===== config.mk =====
export PLATFORM = sky130hd
export DESIGN_NAME = bir_int_router
export DESIGN_NICKNAME = d
export VERILOG_FILES = /design/src/hdl/bir_pkg.sv /design/src/hdl/bir_vec_mem.sv /design/src/hdl/bir_int_router.sv
export SDC_FILE = /design/constraint.sdc
export NUM_CORES = 1
export LEC_CHECK = 0
export BUFFER_PORTS_ARGS = -buffer_cell sky130_fd_sc_hd__buf_4
export CORE_ASPECT_RATIO = 0.8
export CORE_MARGIN = 2
export CORE_UTILIZATION = 30
export CTS_BUF_LIST = sky130_fd_sc_hd__clkbuf_2
export CTS_CLUSTER_DIAMETER = 60
export DETAILED_ROUTE_END_ITERATION = 8
export PLACE_DENSITY = 0.55
export SLEW_MARGIN = 10
export SYNTH_ARGS = -nofsm -noshare
export SYNTH_HDL_FRONTEND = slang
export SYNTH_SLANG_ARGS = --single-unit
export TNS_END_PERCENT = 20

===== constraint.sdc =====
create_clock -name SYS_CLK -period 60.8 [get_ports SYS_CLK]
set_clock_uncertainty 0.1 [all_clocks]
set_input_delay 12.16 -clock SYS_CLK [delete_from_list [all_inputs] [get_ports SYS_CLK]]
set_output_delay 12.16 -clock SYS_CLK [all_outputs]
set_load 0.02 [all_outputs]

===== src/hdl/bir_pkg.sv =====
package bir_pkg;

  // Register port geometry
  localparam int ADDR_W = 16;
  localparam int DATA_W = 8;

  // Register offsets
  localparam logic [15:0] OFF_NMI_STATUS_CONTROL   = 16'h0061;
  localparam logic [15:0] OFF_RESET_CAUSE          = 16'h3000;
  localparam logic [15:0] OFF_DEV_ICR_BASE         = 16'h0100;
  localparam logic [15:0] OFF_DEVICE_VECTOR_BASE   = 16'h0107;
  localparam logic [15:0] OFF_VME_ICR_BASE         = 16'h0110;
  localparam logic [15:0] OFF_DMA_DONE_INT_CONTROL = 16'h0120;
  localparam logic [15:0] OFF_ERROR_GROUP_INT_CTRL = 16'h0121;
  localparam logic [15:0] OFF_ACKED_INT_CONTROL    = 16'h0122;
  localparam logic [15:0] OFF_STATUS_EVENT_VBASE   = 16'h0123;
  localparam logic [15:0] OFF_MODULE_CONTROL       = 16'h0130;
  localparam logic [15:0] OFF_NMI_DELIVERY_ENABLE  = 16'h0131;
  localparam logic [15:0] OFF_SEC_MASK_LO          = 16'h0140;
  localparam logic [15:0] OFF_SEC_MASK_HI          = 16'h0141;
  localparam logic [15:0] OFF_SEC_VECTOR_BASE      = 16'h0150;

  // Field positions
  localparam int NMI_SERR_STS_BIT = 7;
  localparam int NMI_HALT_STS_BIT = 6;
  localparam int NMI_HALT_DIS_BIT = 3;
  localparam int NMI_SERR_DIS_BIT = 2;
  localparam int MODCTL_OPT_SEL_BIT = 1;
  localparam int MODCTL_WDOG_EN_BIT = 0;
  localparam int EG_DIS_LSB = 4;
  localparam int VBASE_LSB = 3;
  localparam int CAUSE_POWERUP_BIT = 0;
  localparam int CAUSE_SWITCH_BIT = 1;
  localparam int CAUSE_WDOG_BIT = 2;
  localparam int CAUSE_SYSRESET_BIT = 3;

  // Reset values
  localparam logic [2:0]  IPL_RESET    = 3'h0;
  localparam logic [7:0]  BYTE_RESET   = 8'h00;
  localparam logic [15:0] SEC_MASK_RESET = 16'hffff;
  localparam logic [7:0]  CAUSE_RESET  = 8'h01;

  // Fixed ranks of the primary controller
  localparam logic [4:0] RANK_ACKED   = 5'h01;
  localparam logic [4:0] RANK_DMA     = 5'h02;
  localparam logic [4:0] RANK_VME_LO  = 5'h03;
  localparam logic [4:0] RANK_VME_HI  = 5'h09;
  localparam logic [4:0] RANK_DEV_LO  = 5'h0c;
  localparam logic [4:0] RANK_EGROUP  = 5'h12;
  localparam logic [4:0] RANK_DEV_ERR = 5'h13;

  // Low vector bits of the status events
  localparam logic [2:0] CODE_ACKED = 3'h0;
  localparam logic [2:0] CODE_DMA   = 3'h1;
  localparam logic [2:0] CODE_EG_LO = 3'h2;

  typedef enum logic [0:0] {ACK_IDLE, ACK_VME_WAIT} bir_ack_state_t;

endpackage


===== src/hdl/bir_vec_mem.sv =====
module bir_vec_mem
  import bir_pkg::*;
#(
  parameter int DEPTH = 16,
  parameter int AW    = 4
) (
  input  wire logic          clk,
  input  wire logic          arst_n,
  input  wire logic          wr_en,
  input  wire logic [AW-1:0] wr_addr,
  input  wire logic [7:0]    wr_data,
  input  wire logic [AW-1:0] rd_addr,
  output logic      [7:0]    rd_data
);

  logic [7:0] mem [0:DEPTH-1];
  logic [7:0] rd_data_r;

  // Vector table storage
  always_ff @(posedge clk) begin
    if (wr_en) begin
      mem[wr_addr] <= wr_data;
    end
  end

  // Registered read port
  always_ff @(posedge clk or negedge arst_n) begin
    if (!arst_n) begin
      rd_data_r <= BYTE_RESET;
    end else begin
      rd_data_r <= mem[rd_addr];
    end
  end

  assign rd_data = rd_data_r;

endmodule


===== src/hdl/bir_int_router.sv =====
module bir_int_router
  import bir_pkg::*;
(
  input  wire logic              SYS_CLK,
  input  wire logic              ARST_N,
  input  wire logic [ADDR_W-1:0] REG_ADDR,
  input  wire logic              REG_WR,
  input  wire logic              REG_RD,
  input  wire logic [7:0]        REG_WDATA,
  output logic      [7:0]        REG_RDATA,
  input  wire logic [6:0]        DEV_IRQ,
  input  wire logic [7:1]        VME_IRQ,
  input  wire logic [2:0]        OPT_IRQ,
  input  wire logic              SYS_CTRL,
  input  wire logic              SYSFAIL_EVT,
  input  wire logic              ACFAIL_EVT,
  input  wire logic              ARB_TIMEOUT_EVT,
  input  wire logic              WPOST_FAIL_EVT,
  input  wire logic              DMA_DONE_EVT,
  input  wire logic              OWN_IACKED_EVT,
  input  wire logic              ACK_RD,
  output logic      [10:0]       ACK_DATA,
  output logic                   ACK_VALID,
  output logic                   CPU_IRQ2,
  output logic      [2:0]        CPU_IPL,
  output logic                   VME_IACK_REQ,
  output logic      [2:0]        VME_IACK_LEVEL,
  input  wire logic              VME_IACK_DONE,
  input  wire logic [7:0]        VME_IACK_VECTOR,
  input  wire logic              SEC_ACK_RD,
  output logic      [7:0]        SEC_ACK_DATA,
  output logic                   SEC_ACK_VALID,
  output logic                   CPU_IRQ1,
  input  wire logic              PCI_SERR,
  input  wire logic              HALT_SW,
  input  wire logic              WDOG_EXPIRE,
  output logic                   CPU_IRQ0,
  input  wire logic              RESET_SW,
  input  wire logic              WDOG_TIMEOUT,
  input  wire logic              SYSRESET_N,
  input  wire logic              SYSRESET_SW_CLOSED,
  output logic                   MOD_RESET
);

  // Winner search: highest level, ties to highest rank
  function automatic logic [8:0] pick_winner(input logic [19:0] pend, input logic [59:0] lvl);
    logic [2:0] best;
    logic [4:0] rank;
    logic       found;
    best  = 3'h0;
    rank  = 5'h00;
    found = 1'b0;
    for (int r = 1; r < 20; r++) begin
      if (pend[r] && lvl[3*r +: 3] != 3'h0 && lvl[3*r +: 3] >= best) begin
        best  = lvl[3*r +: 3];
        rank  = 5'(r);
        found = 1'b1;
      end
    end
    return {found, rank, best};
  endfunction

  // Cascaded fixed order: 0, 1, slave 8..15, then 3..7
  function automatic logic [4:0] pick_sec(input logic [15:0] req);
    logic [4:0] res;
    res = 5'h00;
    for (int i = 7; i > 2; i--) begin
      if (req[i]) res = {1'b1, 4'(i)};
    end
    for (int i = 15; i > 7; i--) begin
      if (req[i]) res = {1'b1, 4'(i)};
    end
    for (int i = 1; i >= 0; i--) begin
      if (req[i]) res = {1'b1, 4'(i)};
    end
    return res;
  endfunction

  logic [2:0]     dev_ipl_r [0:6];
  logic [2:0]     vme_ipl_r [1:7];
  logic [7:3]     dev_vbase_r;
  logic [7:3]     sts_vbase_r;
  logic [2:0]     dma_ipl_r;
  logic [2:0]     acked_ipl_r;
  logic [7:0]     egicr_r;
  logic [7:0]     modctl_r;
  logic           nmi_en_r;
  logic [15:0]    sec_mask_r;
  logic [3:0]     eg_flag_r;
  logic           dma_flag_r;
  logic           acked_flag_r;
  logic           serr_sts_r;
  logic           halt_sts_r;
  logic           serr_dis_r;
  logic           halt_dis_r;
  logic [7:0]     cause_r;
  logic           mod_rst_r;
  logic           vic_rst_r;
  logic           sysrst_latch_r;
  bir_ack_state_t ack_state_r;
  logic [2:0]     ack_ipl_r;
  logic           sec_rd_d1_r;
  logic           sec_none_r;
  logic           sec_was8_r;
  logic [19:0]    pend;
  logic [59:0]    lvl;
  logic [8:0]     win;
  logic           win_found;
  logic [4:0]     win_rank;
  logic [2:0]     win_ipl;
  logic [3:0]     eg_live;
  logic [2:0]     eg_code;
  logic           ack_take;
  logic [15:0]    sec_in;
  logic [4:0]     sec_win;
  logic [7:0]     sec_rdata;
  logic           ctrl_rst;
  logic           sec_vec_wr;
  logic           mod_evt;

  assign mod_evt  = RESET_SW | WDOG_TIMEOUT | (!SYSRESET_N & SYSRESET_SW_CLOSED);
  assign ctrl_rst = mod_rst_r | vic_rst_r;

  // Reset request capture
  always_ff @(posedge SYS_CLK or negedge ARST_N) begin
    if (!ARST_N) begin
      mod_rst_r <= 1'b0;
      vic_rst_r <= 1'b0;
    end else begin
      mod_rst_r <= mod_evt;
      vic_rst_r <= !SYSRESET_N & !SYSRESET_SW_CLOSED;
    end
  end

  always_ff @(posedge SYS_CLK or negedge ARST_N) begin
    if (!ARST_N) begin
      cause_r <= CAUSE_RESET;
    end else if (mod_evt && !mod_rst_r) begin
      cause_r <= BYTE_RESET;
      cause_r[CAUSE_SWITCH_BIT]   <= RESET_SW;
      cause_r[CAUSE_WDOG_BIT]     <= WDOG_TIMEOUT;
      cause_r[CAUSE_SYSRESET_BIT] <= !SYSRESET_N & SYSRESET_SW_CLOSED;
    end
  end

  // Controller configuration registers
  always_ff @(posedge SYS_CLK or negedge ARST_N) begin
    if (!ARST_N) begin
      for (int i = 0; i < 7; i++) dev_ipl_r[i] <= IPL_RESET;
      for (int i = 1; i < 8; i++) vme_ipl_r[i] <= IPL_RESET;
      dev_vbase_r <= BYTE_RESET[7:3];
      sts_vbase_r <= BYTE_RESET[7:3];
      dma_ipl_r   <= IPL_RESET;
      acked_ipl_r <= IPL_RESET;
      egicr_r     <= BYTE_RESET;
    end else if (ctrl_rst) begin
      for (int i = 0; i < 7; i++) dev_ipl_r[i] <= IPL_RESET;
      for (int i = 1; i < 8; i++) vme_ipl_r[i] <= IPL_RESET;
      dev_vbase_r <= BYTE_RESET[7:3];
      sts_vbase_r <= BYTE_RESET[7:3];
      dma_ipl_r   <= IPL_RESET;
      acked_ipl_r <= IPL_RESET;
      egicr_r     <= BYTE_RESET;
    end else if (REG_WR) begin
      if (REG_ADDR >= OFF_DEV_ICR_BASE && REG_ADDR < OFF_DEVICE_VECTOR_BASE) begin
        dev_ipl_r[3'(REG_ADDR - OFF_DEV_ICR_BASE)] <= REG_WDATA[2:0];
      end else if (REG_ADDR == OFF_DEVICE_VECTOR_BASE) begin
        dev_vbase_r <= REG_WDATA[7:VBASE_LSB];
      end else if (REG_ADDR > OFF_VME_ICR_BASE && REG_ADDR < OFF_VME_ICR_BASE + 16'h0008) begin
        vme_ipl_r[3'(REG_ADDR - OFF_VME_ICR_BASE)] <= REG_WDATA[2:0];
      end else if (REG_ADDR == OFF_DMA_DONE_INT_CONTROL) begin
        dma_ipl_r <= REG_WDATA[2:0];
      end else if (REG_ADDR == OFF_ERROR_GROUP_INT_CTRL) begin
        egicr_r <= REG_WDATA;
      end else if (REG_ADDR == OFF_ACKED_INT_CONTROL) begin
        acked_ipl_r <= REG_WDATA[2:0];
      end else if (REG_ADDR == OFF_STATUS_EVENT_VBASE) begin
        sts_vbase_r <= REG_WDATA[7:VBASE_LSB];
      end
    end
  end

  // Module-level registers, cleared by module reset
  always_ff @(posedge SYS_CLK or negedge ARST_N) begin
    if (!ARST_N) begin
      modctl_r   <= BYTE_RESET;
      nmi_en_r   <= 1'b0;
      sec_mask_r <= SEC_MASK_RESET;
      serr_dis_r <= 1'b0;
      halt_dis_r <= 1'b0;
    end else if (mod_rst_r) begin
      modctl_r   <= BYTE_RESET;
      nmi_en_r   <= 1'b0;
      sec_mask_r <= SEC_MASK_RESET;
      serr_dis_r <= 1'b0;
      halt_dis_r <= 1'b0;
    end else if (REG_WR) begin
      if (REG_ADDR == OFF_MODULE_CONTROL) begin
        modctl_r <= REG_WDATA;
      end else if (REG_ADDR == OFF_NMI_DELIVERY_ENABLE) begin
        nmi_en_r <= REG_WDATA[0];
      end else if (REG_ADDR == OFF_SEC_MASK_LO) begin
        sec_mask_r[7:0] <= REG_WDATA;
      end else if (REG_ADDR == OFF_SEC_MASK_HI) begin
        sec_mask_r[15:8] <= REG_WDATA;
      // Only the two disable bits are stored
      end else if (REG_ADDR == OFF_NMI_STATUS_CONTROL) begin
        serr_dis_r <= REG_WDATA[NMI_SERR_DIS_BIT];
        halt_dis_r <= REG_WDATA[NMI_HALT_DIS_BIT];
      end
    end
  end

  always_ff @(posedge SYS_CLK or negedge ARST_N) begin
    if (!ARST_N) begin
      serr_sts_r <= 1'b0;
    end else if (mod_rst_r || serr_dis_r) begin
      serr_sts_r <= 1'b0;
    end else if (PCI_SERR) begin
      serr_sts_r <= 1'b1;
    end
  end

  // Halt status from switch or enabled watchdog
  always_ff @(posedge SYS_CLK or negedge ARST_N) begin
    if (!ARST_N) begin
      halt_sts_r <= 1'b0;
    end else if (mod_rst_r || halt_dis_r) begin
      halt_sts_r <= 1'b0;
    end else if (HALT_SW || (WDOG_EXPIRE && modctl_r[MODCTL_WDOG_EN_BIT])) begin
      halt_sts_r <= 1'b1;
    end
  end

  // Nonmaskable output gated by delivery enable
  always_ff @(posedge SYS_CLK or negedge ARST_N) begin
    if (!ARST_N) begin
      CPU_IRQ0 <= 1'b0;
    end else begin
      CPU_IRQ0 <= nmi_en_r & (serr_sts_r | halt_sts_r);
    end
  end

  // Error group flags behind individual disables
  assign eg_live = eg_flag_r & ~egicr_r[EG_DIS_LSB +: 4];

  // Primary request vector, indexed by rank
  always_comb begin
    pend = 20'h00000;
    lvl  = 60'h0;
    pend[RANK_ACKED] = acked_flag_r;
    lvl[3*RANK_ACKED +: 3] = acked_ipl_r;
    pend[RANK_DMA] = dma_flag_r;
    lvl[3*RANK_DMA +: 3] = dma_ipl_r;
    // VME lines only as system controller
    for (int i = 1; i < 8; i++) begin
      pend[int'(RANK_VME_LO) + i - 1] = VME_IRQ[i] & SYS_CTRL;
      lvl[3*(int'(RANK_VME_LO) + i - 1) +: 3] = vme_ipl_r[i];
    end
    for (int i = 0; i < 6; i++) begin
      pend[int'(RANK_DEV_LO) + i] = DEV_IRQ[i];
      lvl[3*(int'(RANK_DEV_LO) + i) +: 3] = dev_ipl_r[i];
    end
    pend[RANK_DEV_ERR] = DEV_IRQ[6];
    lvl[3*RANK_DEV_ERR +: 3] = dev_ipl_r[6];
    pend[RANK_EGROUP] = |eg_live;
    lvl[3*RANK_EGROUP +: 3] = egicr_r[2:0];
  end

  assign win       = pick_winner(pend, lvl);
  assign win_found = win[8];
  assign win_rank  = win[7:3];
  assign win_ipl   = win[2:0];
  assign ack_take  = (ack_state_r == ACK_IDLE) && ACK_RD && win_found;

  // Lowest pending error group condition
  always_comb begin
    eg_code = CODE_EG_LO;
    for (int i = 3; i >= 0; i--) begin
      if (eg_live[i]) eg_code = CODE_EG_LO + 3'(i);
    end
  end

  // Sticky status events; a new event beats its clear
  always_ff @(posedge SYS_CLK or negedge ARST_N) begin
    if (!ARST_N) begin
      eg_flag_r    <= 4'h0;
      dma_flag_r   <= 1'b0;
      acked_flag_r <= 1'b0;
    end else if (ctrl_rst) begin
      eg_flag_r    <= 4'h0;
      dma_flag_r   <= 1'b0;
      acked_flag_r <= 1'b0;
    end else begin
      if (ack_take && win_rank == RANK_EGROUP) begin
        eg_flag_r[2'(eg_code - CODE_EG_LO)] <= 1'b0;
      end
      if (SYSFAIL_EVT) eg_flag_r[0] <= 1'b1;
      if (ACFAIL_EVT) eg_flag_r[1] <= 1'b1;
      if (ARB_TIMEOUT_EVT) eg_flag_r[2] <= 1'b1;
      if (WPOST_FAIL_EVT) eg_flag_r[3] <= 1'b1;
      dma_flag_r   <= DMA_DONE_EVT | (dma_flag_r & !(ack_take && win_rank == RANK_DMA));
      acked_flag_r <= OWN_IACKED_EVT |
                      (acked_flag_r & !(ack_take && win_rank == RANK_ACKED));
    end
  end

  // Primary request pins
  always_ff @(posedge SYS_CLK or negedge ARST_N) begin
    if (!ARST_N) begin
      CPU_IRQ2 <= 1'b0;
      CPU_IPL  <= IPL_RESET;
    end else begin
      CPU_IRQ2 <= win_found;
      CPU_IPL  <= win_ipl;
    end
  end

  // Acknowledge read sequencer
  always_ff @(posedge SYS_CLK or negedge ARST_N) begin
    if (!ARST_N) begin
      ack_state_r    <= ACK_IDLE;
      ack_ipl_r      <= IPL_RESET;
      ACK_DATA       <= 11'h000;
      ACK_VALID      <= 1'b0;
      VME_IACK_REQ   <= 1'b0;
      VME_IACK_LEVEL <= 3'h0;
    end else if (ctrl_rst) begin
      ack_state_r  <= ACK_IDLE;
      ACK_VALID    <= 1'b0;
      VME_IACK_REQ <= 1'b0;
    end else begin
      ACK_VALID <= 1'b0;
      case (ack_state_r)
        ACK_IDLE: begin
          if (ACK_RD) begin
            if (!win_found) begin
              ACK_DATA  <= 11'h000;
              ACK_VALID <= 1'b1;
            end else if (win_rank >= RANK_VME_LO && win_rank <= RANK_VME_HI) begin
              // Start bus IACK for the line
              ack_state_r    <= ACK_VME_WAIT;
              ack_ipl_r      <= win_ipl;
              VME_IACK_REQ   <= 1'b1;
              VME_IACK_LEVEL <= 3'(win_rank - RANK_VME_LO + 5'h01);
            end else if (win_rank >= RANK_DEV_LO && win_rank != RANK_EGROUP) begin
              ACK_DATA  <= {win_ipl, dev_vbase_r,
                            (win_rank == RANK_DEV_ERR) ? 3'h6 : 3'(win_rank - RANK_DEV_LO)};
              ACK_VALID <= 1'b1;
            end else begin
              ACK_DATA  <= {win_ipl, sts_vbase_r,
                            (win_rank == RANK_ACKED) ? CODE_ACKED :
                            (win_rank == RANK_DMA) ? CODE_DMA : eg_code};
              ACK_VALID <= 1'b1;
            end
          end
        end
        ACK_VME_WAIT: begin
          if (VME_IACK_DONE) begin
            ACK_DATA     <= {ack_ipl_r, VME_IACK_VECTOR};
            ACK_VALID    <= 1'b1;
            VME_IACK_REQ <= 1'b0;
            ack_state_r  <= ACK_IDLE;
          end
        end
        default: ack_state_r <= ACK_IDLE;
      endcase
    end
  end

  // SYSRESET seen on secondary input eight
  always_ff @(posedge SYS_CLK or negedge ARST_N) begin
    if (!ARST_N) begin
      sysrst_latch_r <= 1'b0;
    end else if (!SYSRESET_N) begin
      sysrst_latch_r <= 1'b1;
    end else if (sec_rd_d1_r && sec_was8_r) begin
      sysrst_latch_r <= 1'b0;
    end
  end

  always_comb begin
    sec_in = 16'h0000;
    sec_in[7:4] = VME_IRQ[7:4];
    sec_in[3:1] = modctl_r[MODCTL_OPT_SEL_BIT] ? OPT_IRQ : VME_IRQ[3:1];
    sec_in[8]   = sysrst_latch_r;
  end

  assign sec_win    = pick_sec(sec_in & ~sec_mask_r);
  assign sec_vec_wr = REG_WR && REG_ADDR >= OFF_SEC_VECTOR_BASE &&
                      REG_ADDR < OFF_SEC_VECTOR_BASE + 16'h0010;

  // Local vector table, no bus cycle
  bir_vec_mem #(
    .DEPTH (16),
    .AW    (4)
  ) u_vec_mem (
    .clk     (SYS_CLK),
    .arst_n  (ARST_N),
    .wr_en   (sec_vec_wr),
    .wr_addr (4'(REG_ADDR - OFF_SEC_VECTOR_BASE)),
    .wr_data (REG_WDATA),
    .rd_addr (sec_win[3:0]),
    .rd_data (sec_rdata)
  );

  always_ff @(posedge SYS_CLK or negedge ARST_N) begin
    if (!ARST_N) begin
      CPU_IRQ1      <= 1'b0;
      sec_rd_d1_r   <= 1'b0;
      sec_none_r    <= 1'b0;
      sec_was8_r    <= 1'b0;
      SEC_ACK_DATA  <= BYTE_RESET;
      SEC_ACK_VALID <= 1'b0;
    end else begin
      CPU_IRQ1      <= sec_win[4];
      sec_rd_d1_r   <= SEC_ACK_RD;
      sec_none_r    <= !sec_win[4];
      sec_was8_r    <= sec_win[4] && sec_win[3:0] == 4'h8;
      SEC_ACK_VALID <= sec_rd_d1_r;
      if (sec_rd_d1_r) begin
        SEC_ACK_DATA <= sec_none_r ? BYTE_RESET : sec_rdata;
      end
    end
  end

  // Register read port
  always_ff @(posedge SYS_CLK or negedge ARST_N) begin
    if (!ARST_N) begin
      REG_RDATA <= BYTE_RESET;
    end else if (REG_RD) begin
      if (REG_ADDR == OFF_NMI_STATUS_CONTROL) begin
        REG_RDATA <= {serr_sts_r, halt_sts_r, 2'b00, halt_dis_r, serr_dis_r, 2'b00};
      end else if (REG_ADDR == OFF_RESET_CAUSE) begin
        REG_RDATA <= cause_r;
      end else if (REG_ADDR >= OFF_DEV_ICR_BASE && REG_ADDR < OFF_DEVICE_VECTOR_BASE) begin
        REG_RDATA <= {5'h00, dev_ipl_r[3'(REG_ADDR - OFF_DEV_ICR_BASE)]};
      end else if (REG_ADDR == OFF_DEVICE_VECTOR_BASE) begin
        REG_RDATA <= {dev_vbase_r, 3'h0};
      end else if (REG_ADDR > OFF_VME_ICR_BASE && REG_ADDR < OFF_VME_ICR_BASE + 16'h0008) begin
        REG_RDATA <= {5'h00, vme_ipl_r[3'(REG_ADDR - OFF_VME_ICR_BASE)]};
      end else if (REG_ADDR == OFF_DMA_DONE_INT_CONTROL) begin
        REG_RDATA <= {5'h00, dma_ipl_r};
      end else if (REG_ADDR == OFF_ERROR_GROUP_INT_CTRL) begin
        REG_RDATA <= egicr_r;
      end else if (REG_ADDR == OFF_ACKED_INT_CONTROL) begin
        REG_RDATA <= {5'h00, acked_ipl_r};
      end else if (REG_ADDR == OFF_STATUS_EVENT_VBASE) begin
        REG_RDATA <= {sts_vbase_r, 3'h0};
      end else if (REG_ADDR == OFF_MODULE_CONTROL) begin
        REG_RDATA <= modctl_r;
      end else if (REG_ADDR == OFF_NMI_DELIVERY_ENABLE) begin
        REG_RDATA <= {7'h00, nmi_en_r};
      end else if (REG_ADDR == OFF_SEC_MASK_LO) begin
        REG_RDATA <= sec_mask_r[7:0];
      end else if (REG_ADDR == OFF_SEC_MASK_HI) begin
        REG_RDATA <= sec_mask_r[15:8];
      end else begin
        REG_RDATA <= BYTE_RESET;
      end
    end
  end

  // Module reset indication
  always_ff @(posedge SYS_CLK or negedge ARST_N) begin
    if (!ARST_N) begin
      MOD_RESET <= 1'b0;
    end else begin
      MOD_RESET <= mod_rst_r;
    end
  end

endmodule


==> results of run 1 <==
==> registers in the layout, summed over array words and instances, names as in the netlist, 4 cells and up <==
name / cells
u_vec_mem.mem: 77
dev_ipl_r: 21
lvl: 21
sec_mask_r: 16
ACK_DATA: 11
REG_RDATA: 8
SEC_ACK_DATA: 8
egicr_r: 8
modctl_r: 8
u_vec_mem.rd_data: 8
dev_vbase_r: 5
sts_vbase_r: 5
cause_r: 4
eg_flag_r: 4
==> layer usage <==
layer,wire [µm],GRT usage [%]
met5,0,0
met4,771,4.54
met3,2850,3.24
met2,17500,25.3
met1,20300,26.2
==> through the flow <==
step	hold slack (ns)	setup WS, ns
floorplan	0.252	27.32
global placement	0.349	24.78
detailed placement	0.361	24.53
CTS	0.385	25.43
global route	0.396	23.06
finish	0.384	25.12
==> final cells by class <==
type	count	area, µm²
clock buffers	86	430
well taps	603	754
inverters	56	210
clock inverters	22	92.6
repair buffers	117	882
fillers	4699	29100
multi-input cells	1075	6800
flip-flops and latches	240	6410
diodes	1	2.50
==> where the power goes <==
part	internal (W)	total, W	switching, W	leakage, nW
sequential	0.000168	0.000170	0.00000153	2.84
clock	0.0000383	0.000107	0.0000683	0.395
combinational	0.00000701	0.0000213	0.0000142	3.19
==> placed cells by master, fill, tap and decap left out, drive strengths merged, types with 17 or more instances in the layout <==
cell type	netlist	final
nand2	225	225
clkinv	3	24
dfrtp	146	146
nand3b	26	26
o21ai	76	76
edfxtp	77	77
mux2i	51	51
a22oi	18	18
nand3	67	67
and2	25	25
a211oi	26	26
inv	53	53
ha	31	31
buf	11	117
dfstp	17	17
mux2	35	35
a21oi	81	81
clkbuf	54	86
nand2b	28	28
nor2b	21	21
nor3	35	35
nor2	126	126
==> cell families after synthesis <==
family	Yosys count
adder cells (fa/ha/maj)	34
AO/OA/AOI/OAI	336
AND/OR/NAND/NOR	613
multiplexers	92
buffers and inverters	121
flip-flops	240
==> worst paths after layout <==
check                              from           to  cells after the start
max                            SYS_CTRL  ACK_DATA[2]                    112
min                          halt_dis_r   halt_sts_r                      1
max reg2reg                acked_flag_r  ACK_DATA[2]                    120
min reg2reg                  halt_dis_r   halt_sts_r                      1
max in group asynchronous        ARST_N   halt_sts_r                      2
min in group asynchronous        ARST_N      lvl[25]                      1
==> results.cfg, run 1 <==
[routing]
drt-initial-drc-count = 852
viasPerCell = 5.28
antenna_left = 0
firstDrtPassIters = 7
vias = 11600
wl_um = 41400
route.detailed.drc = 0
routedWlPerCell_um = 18.8

[placement]
gp_congestion = 0.878
place_area_um2 = 15100
hpwlAfterDp_um = 29400
post-place-cells = 2091
io_buffer_count = 108

[sta]
fin_crit_sh_pct = 58.7
setup_violations = 0
fmax_mhz = 28.0
rsz0062_at_grt = no
hold_viol_final = 0
tns_ns = 0
drv_slew = 0
worst_pin_slew_ns = 1.16
slew_headroom_pct = 22.2
fin_crit_ns = 35.68

[logic_synthesis]
synth.avg_cell_area_um2 = 9.52
synth_compound_area_share_pct = 17.0
synthXorXnorAreaFrac_pct = 0
synth_top_family_by_area = simple AND/OR/NAND/NOR gates
syn_area_um2 = 13700
synthTopCellsByCount = nand2_1 (225), dfrtp_1 (146), nor2_1 (125), a21oi_1 (78), edfxtp_1 (77)
yosysMostFrequentCell = nand2_1
ys_ff_latch = 240
ys_top_cells_by_area = dfrtp_1 (27%), edfxtp_1 (17%), nand2_1 (6.2%)
synthAdderAreaFrac_pct = 3.06
synth_flop_cell = dfrtp_1
async_flop_share_pct = 67.9
synth_nets = 1537
yosys.cell_types.count = 97
syn_inst = 1436
yosys_warnings = 0
muxShareOfSynthArea_pct = 7.88
synth.largest_area_cell = dfrtp_1
yosysTopAreaCellShare_pct = 26.7
yosys.area_share.simple_pct = 21.6
synth_edf_count = 77
ys_seq_area_share_pct = 46.9

[die]
boundaryPins = 110
fp.dieW_um = 243
core_area_um2 = 44700
dieArea_um2 = 47300
std_cell_rows = 69
start_util_pct = 30.6
die_y_um = 195

[clock_network]
clockBufferDepth = 3
cts_max_level = 2
ctsResizeCount = 0
numCtsBuffers = 60
root_buffer = clkbuf_2
tritoncts = built
clock_sinks = 240
cts_hold_buf = 0
clk_latency_ns = 0.91
clkTransAtPathRegs_ns = 0.11
cts_setup_buffers = 0

[worst_setup_path]
worst-path-buf-inv = 2
cp_data_arrival_time_ns = 36.35
cp_slowest_stage_delay_ns = 0.50
crit_path_end_kind = register
cpMaxStageDelayCell = nor4_2
cpLargestDelayFamily = compound AO/OA/AOI/OAI gates
path_common_cell = ha_1
crit_type = primary input to register
start_kind = primary input
cp_max_fo = 18
required_ns = 61.46
ff2ff_setup_slack_ns = 34.13

[power]
total_power_w = 0.000298
ir_drop_mv = 0.00876
power_density_nw_per_um2 = 19.1
leakage_nw = 6.43

[final_layout]
layoutNonFillerInstCount = 2200
fin_area_um2 = 15600
drive_gt1_share_pct = 19.1
area_growth_pct = 14.0
final_util_pct = 34.9
fin_nets = 1651

[outcome]
status = complete, no violations

[hold_path]
hp-class = register to register

[grt]
grt_usage_pct = 17.4
grt_pass1_vias = 11400
grt_max_degree = 97
grt_overflow = 0
grt_pass1_wl_um = 65300
antenna_found_initial = 1

[job]
max_cap_viol_count = 0
Note: power is estimated with default switching activity, not from simulation.
==> run 2: changes to the inputs <==
==> constraint.sdc (replaced) <==
create_clock -name SYS_CLK -period 35.4 [get_ports SYS_CLK]
set_clock_uncertainty 0.1 [all_clocks]
set_input_delay 7.08 -clock SYS_CLK [delete_from_list [all_inputs] [get_ports SYS_CLK]]
set_output_delay 7.08 -clock SYS_CLK [all_outputs]
set_load 0.02 [all_outputs]
==> run 2 against run 1 <==
First-iteration DRC count up 8.1%; sequential cell count unchanged; clock-buffer cell count up 2; routed wire length up 0.99%; critical path type unchanged; hold slack improved by 0.0029 ns; clock power is 86% higher; core utilization grew 0.13 points; sequential power is 72% higher; total power is 77% higher.
==> results.cfg, run 2 (synthesis results as in run 1) <==
[die]
fp.dieW_um = 243
boundaryPins = 110
std_cell_rows = 69
start_util_pct = 30.6
core_area_um2 = 44700
dieArea_um2 = 47300
die_y_um = 195

[sta]
hold_viol_final = 0
tns_ns = 0
rsz0062_at_grt = no
fmax_mhz = 32.5
drv_slew = 0
slew_headroom_pct = 17.6
worst_pin_slew_ns = 1.23
fin_crit_ns = 30.76
setup_violations = 0
fin_crit_sh_pct = 86.9

[worst_setup_path]
rr_endpoint = ack_ipl_r[1]
reg2reg_from = acked_flag_r
crit_type = primary input to register
cp_slowest_stage_delay_ns = 0.44
crit_path_start = SYS_CTRL
worstRegToRegCells = 120
cp_max_fo = 18
cp-endpoint = ack_ipl_r[1]
crit_path_end_kind = register
required_ns = 36.08
cpMaxStageDelayCell = nor4_2
ff2ff_setup_slack_ns = 8.55
start_kind = primary input
cp_data_arrival_time_ns = 31.44
path_common_cell = ha_1

[routing]
firstDrtPassIters = 7
route.detailed.drc = 0
vias = 11600
wl_um = 41800
viasPerCell = 5.26
routedWlPerCell_um = 19.0
drt-initial-drc-count = 921
antenna_left = 0

[clock_network]
clockBufferDepth = 3
clk_latency_ns = 0.91
clock_sinks = 240
root_buffer = clkbuf_2
ctsResizeCount = 0
numCtsBuffers = 60
clkTransAtPathRegs_ns = 0.10
tritoncts = built
cts_hold_buf = 0
cts_setup_buffers = 0
cts_max_level = 2

[job]
max_cap_viol_count = 0

[grt]
grt_pass1_wl_um = 65500
grt_usage_pct = 17.5
grt_max_degree = 67
grt_overflow = 0
grt_pass1_vias = 11400
antenna_found_initial = 0

[final_layout]
fin_nets = 1652
area_growth_pct = 14.4
layoutNonFillerInstCount = 2201
largest_register_ffs = 77
mostFrequentLayoutCells = nand2_1 (225), dfrtp_1 (146), nor2_1 (124), buf_4 (117), clkbuf_2 (88)
final_common_cell = nand2_1
diodes = 0
drive_gt1_share_pct = 19.3
largest_register = u_vec_mem.mem
final.fill_count = 4642

[power]
ir_drop_mv = 0.0213
leakage_nw = 6.47
power_density_nw_per_um2 = 33.7

[placement]
io_buffer_count = 108
post-place-cells = 2092
hpwlAfterDp_um = 29700
gp_congestion = 0.872

[hold_path]
hp-class = register to register

[outcome]
status = complete, no violations
-- run 2: how the worst min path moves through the flow --
stage / from / end / slack (ns) / depth (start not counted)
floorplan: sec_rd_d1_r / SEC_ACK_VALID / 0.25 / 0
global placement: halt_dis_r / halt_sts_r / 0.35 / 1
detailed placement: sysrst_latch_r / sysrst_latch_r / 0.36 / 2
CTS: u_vec_mem.rd_data[6] / SEC_ACK_DATA[6] / 0.39 / 2
global route: cause_r[0] / cause_r[0] / 0.40 / 1
finish: sysrst_latch_r / sysrst_latch_r / 0.39 / 2
-- run 2: routing by layer --
layer	GRT usage (%)	up-vias	part of all wire, %	wire [µm]
li1	-	5510	-	-
met1	26.0	5613	48	20200
met2	25.8	400	43	17900
met3	3.67	56	7.1	2990
met4	4.09	0	1.6	665
met5	0	-	0	0
-- run 2: layout make-up --
class,instances,area (µm²),share of cell area (%)
multi-input cells,1075,6800,43.5
inverters,56,210,1.34
well taps,603,754,4.82
repair buffers,118,890,5.69
clock inverters,21,135,0.864
clock buffers,88,440,2.82
flip-flops and latches,240,6410,41.0
-- run 2: power breakdown --
part | switching, W | internal (W) | total [W]
Combinational | 0.0000245 | 0.0000121 | 0.0000366
Clock | 0.000118 | 0.0000813 | 0.000199
Sequential | 0.00000256 | 0.000289 | 0.000292
Total | 0.000145 | 0.000383 | 0.000528
-- run 2: worst max-delay path: cells and delay by family --
family,cells,cell delay [ns]
AOI/OAI and AO/OA,41,8.55
adders and majority gates,18,5.10
buffers and inverters,2,0.30
muxes,11,3.81
and+or+nand+nor,40,6.53
-- run 2: per-stage QoR --
stage               setup WS, ns  hold slack (ns)  utilization, %  cell area [µm²]  total power (W)
floorplan                   7.00            0.252               -            13700         0.000312
global placement            4.51            0.349            33.7            15100         0.000334
detailed placement          4.06            0.364            33.7            15100         0.000334
CTS                         4.95            0.391            35.0            15600         0.000534
global route                3.03            0.403            35.0            15600         0.000552
finish                      4.64            0.387            35.0            15600         0.000528
==> run 3: changes to the inputs <==
--- a/config.mk
+++ b/config.mk
@@ -5,6 +5,7 @@
 export SDC_FILE = /design/constraint.sdc
 export NUM_CORES = 1
 export LEC_CHECK = 0
+export ABC_AREA = 1
 export BUFFER_PORTS_ARGS = -buffer_cell sky130_fd_sc_hd__buf_4
 export CORE_ASPECT_RATIO = 0.8
 export CORE_MARGIN = 2
==> run 3 against run 2 <==
Largest cell class is now flip-flops and latches; maximum frequency rose by 32%; setup slack better by 7.5 ns; sequential power rose by 13%; cell area increased by 2.8%; final cell count is 12% higher; combinational power grew to 2.8 times the previous value; largest power group unchanged; synthesized cell count up 15%; sequential share of layout area rose by 2.1 points; sequential cell count up 17; via count up 3.8%; critical endpoint is now ACK_DATA[0].
==> results.cfg, run 3 <==
[logic_synthesis]
synth.avg_cell_area_um2 = 8.40
synth_nets = 1750
yosys.cell_types.count = 53
synth_flop_cell = dfrtp_1
yosysMostFrequentCell = nand2_1
yosysTopAreaCellShare_pct = 26.4
ys_top_cells_by_area = dfrtp_1 (26%), edfxtp_1 (20%), nand2_1 (9.8%)
syn_area_um2 = 13900
syn_inst = 1649
ys_seq_area_share_pct = 50.0
synthTopCellsByCount = nand2_1 (362), inv_1 (214), o21ai_0 (182), nor2_1 (167), dfrtp_1 (146)
synth.largest_area_cell = dfrtp_1
ys_ff_latch = 257
async_flop_share_pct = 63.4
synth_edf_count = 94
yosys_warnings = 0

[power]
switching_share_pct = 30.6
intPower_w = 0.000468
p_seq_share_pct = 48.9
leakage_nw = 7.14
power_density_nw_per_um2 = 41.9
clock_power_share_pct = 36.0
p_sw_w = 0.000206
power_frac_comb_pct = 15.1
ir_drop_mv = 0.0244

[grt]
grt_pass1_wl_um = 65200
antenna_found_initial = 2
busiest_layer = met2
grtUsageMet2_pct = 26.6
grt_util_met3_pct = 4.34
grt_max_degree = 96
grt_usage_pct = 17.5
grt_overflow = 0
grt_pass1_vias = 11800
gr-usage-met1_pct = 24.4

[final_layout]
final_common_cell = nand2_1
drive_gt1_share_pct = 18.9
multi_input_area_um2 = 5940
mostFrequentLayoutCells = nand2_1 (362), inv_1 (214), o21ai_0 (182), nor2_1 (167), dfrtp_1 (146)
area_growth_pct = 16.1
layoutNonFillerInstCount = 2463
largest_register_ffs = 94
final.fill_count = 4796
fin_nets = 1900
seq_area_um2 = 6920
largest_register = u_vec_mem.mem

[hold_path]
hp-class = register to register
min_to = halt_sts_r
worstHoldStart = halt_dis_r
holdPathStages = 1

[worst_setup_path]
crit_path_end_kind = register
start_kind = primary input
cp_slowest_stage_delay_ns = 0.32
cp_max_fo = 11
cpMaxStageDelayCell = ha_1
rr_endpoint = ACK_DATA[0]
ff2ff_setup_slack_ns = 16.22
cp_data_arrival_time_ns = 24.08
worstRegToRegCells = 152
required_ns = 36.22
reg2reg_from = acked_flag_r
path_common_cell = o21ai_0
crit_type = primary input to register

[sta]
worst_pin_slew_ns = 1.11
drv_slew = 0
fin_crit_ns = 23.26
hold_viol_final = 0
setup_violations = 0
rsz0062_at_grt = no
slew_headroom_pct = 25.4
fmax_mhz = 43.0
fin_crit_sh_pct = 65.7
layout_setup_ws_ns = 12.14
tns_ns = 0

[clock_network]
ctsResizeCount = 0
root_buffer = clkbuf_2
tritoncts = built
cts_max_level = 3
clkTransAtPathRegs_ns = 0.10
numCtsBuffers = 66
cts_hold_buf = 0
clk_latency_ns = 0.98
clockBufferDepth = 3
clock_sinks = 257
cts_setup_buffers = 0

[routing]
antenna_left = 0
wl_um = 41900
drt-initial-drc-count = 906
route.detailed.drc = 0
routedWlPerCell_um = 17.0
firstDrtPassIters = 6
viasPerCell = 4.88
vias = 12000

[placement]
hpwlAfterDp_um = 31100
post-place-ws_ns = 11.11
post-place-cells = 2343
io_buffer_count = 108
gp_congestion = 0.924

[die]
dieArea_um2 = 47900
boundaryPins = 110
std_cell_rows = 70
die_y_um = 196
core_area_um2 = 45600
fp.dieW_um = 244
start_util_pct = 30.4

[job]
max_cap_viol_count = 0

[outcome]
status = complete, no violations
[run 3: changes by cell type in the layout (fill, tap and decap cells not counted), moves of 21 or more]
cell      previous run  this run
mux2i_1             49         8
a211oi_1            25         1
nand3b_1            26         0
nor2_1             124       167
inv_1               53       214
nand2b_1            28         0
mux2_2              21         0
o21ai_0             63       182
nor2b_1             21         0
a21oi_1             78        57
nand2_2              0        43
nand2_1            225       362
[run 3: routing by layer]
metal | vias to the layer above | wire (µm) | part of all wire (%)
met1 | 5713 | 19900 | 47
met2 | 342 | 18400 | 44
li1 | 5885 | - | -
met3 | 79 | 2660 | 6.3
met5 | - | 16 | 0.038
met4 | 2 | 959 | 2.3
[run 3: final cells by class]
| cell class | instances | area share (%) |
|---|---|---|
| inverter | 226 | 5.31 |
| sequential | 257 | 43.0 |
| timing repair buffer | 117 | 5.48 |
| clock buffer | 99 | 3.08 |
| multi-input combinational | 1131 | 36.9 |
| clock inverter | 20 | 1.36 |
| tap | 612 | 4.76 |
| antenna | 1 | 0.0156 |
[run 3: cells by family (layout without fill, tap and decap cells)]
kind of cell	after synthesis	after routing	share of synthesized area (%)
and+or+nand+nor	726	726	23.9
muxes	8	8	0.578
AOI/OAI and AO/OA	366	366	15.6
adders and majority gates	31	31	2.80
other	0	1	0
buffers and inverters	261	462	7.24
DFF	257	257	50.0
[run 3: how the worst max path moves through the flow]
stage	from	end	slack, ns
after floorplan	SYS_CTRL	ACK_DATA[1]	13.87
after global placement	SYS_CTRL	ACK_DATA[0]	11.59
after detailed placement	SYS_CTRL	ACK_DATA[0]	11.11
after CTS	SYS_CTRL	ACK_DATA[0]	12.13
after global routing	SYS_CTRL	ACK_DATA[0]	10.15
final	SYS_CTRL	ACK_DATA[0]	12.14
[run 3: worst max-delay path: cells and delay by family]
| family | cells | cell delay [ns] |
|---|---|---|
| AOI/OAI and AO/OA | 32 | 5.06 |
| adders and majority gates | 15 | 4.36 |
| buffers and inverters | 25 | 1.86 |
| and+or+nand+nor | 62 | 5.65 |
[run 3: power groups by stage]
stage          Sequential, W  Combinational [W]  Clock (W)
2_1_floorplan       0.000341          0.0000546          0
3_3_place_gp        0.000336           0.000101          0
3_5_place_dp        0.000336           0.000102          0
4_1_cts             0.000330           0.000103   0.000250
5_1_grt             0.000331           0.000113   0.000265
6_report            0.000330           0.000102   0.000242
[run 3: metrics by stage]
step | utilization (%) | hold WS, ns | total power [W] | instance area (µm²)
after floorplan | - | 0.252 | 0.000395 | 13900
after global placement | 33.7 | 0.366 | 0.000437 | 15400
after detailed placement | 33.7 | 0.369 | 0.000438 | 15400
after CTS | 35.2 | 0.385 | 0.000683 | 16100
after global routing | 35.2 | 0.383 | 0.000710 | 16100
final | 35.2 | 0.382 | 0.000674 | 16100
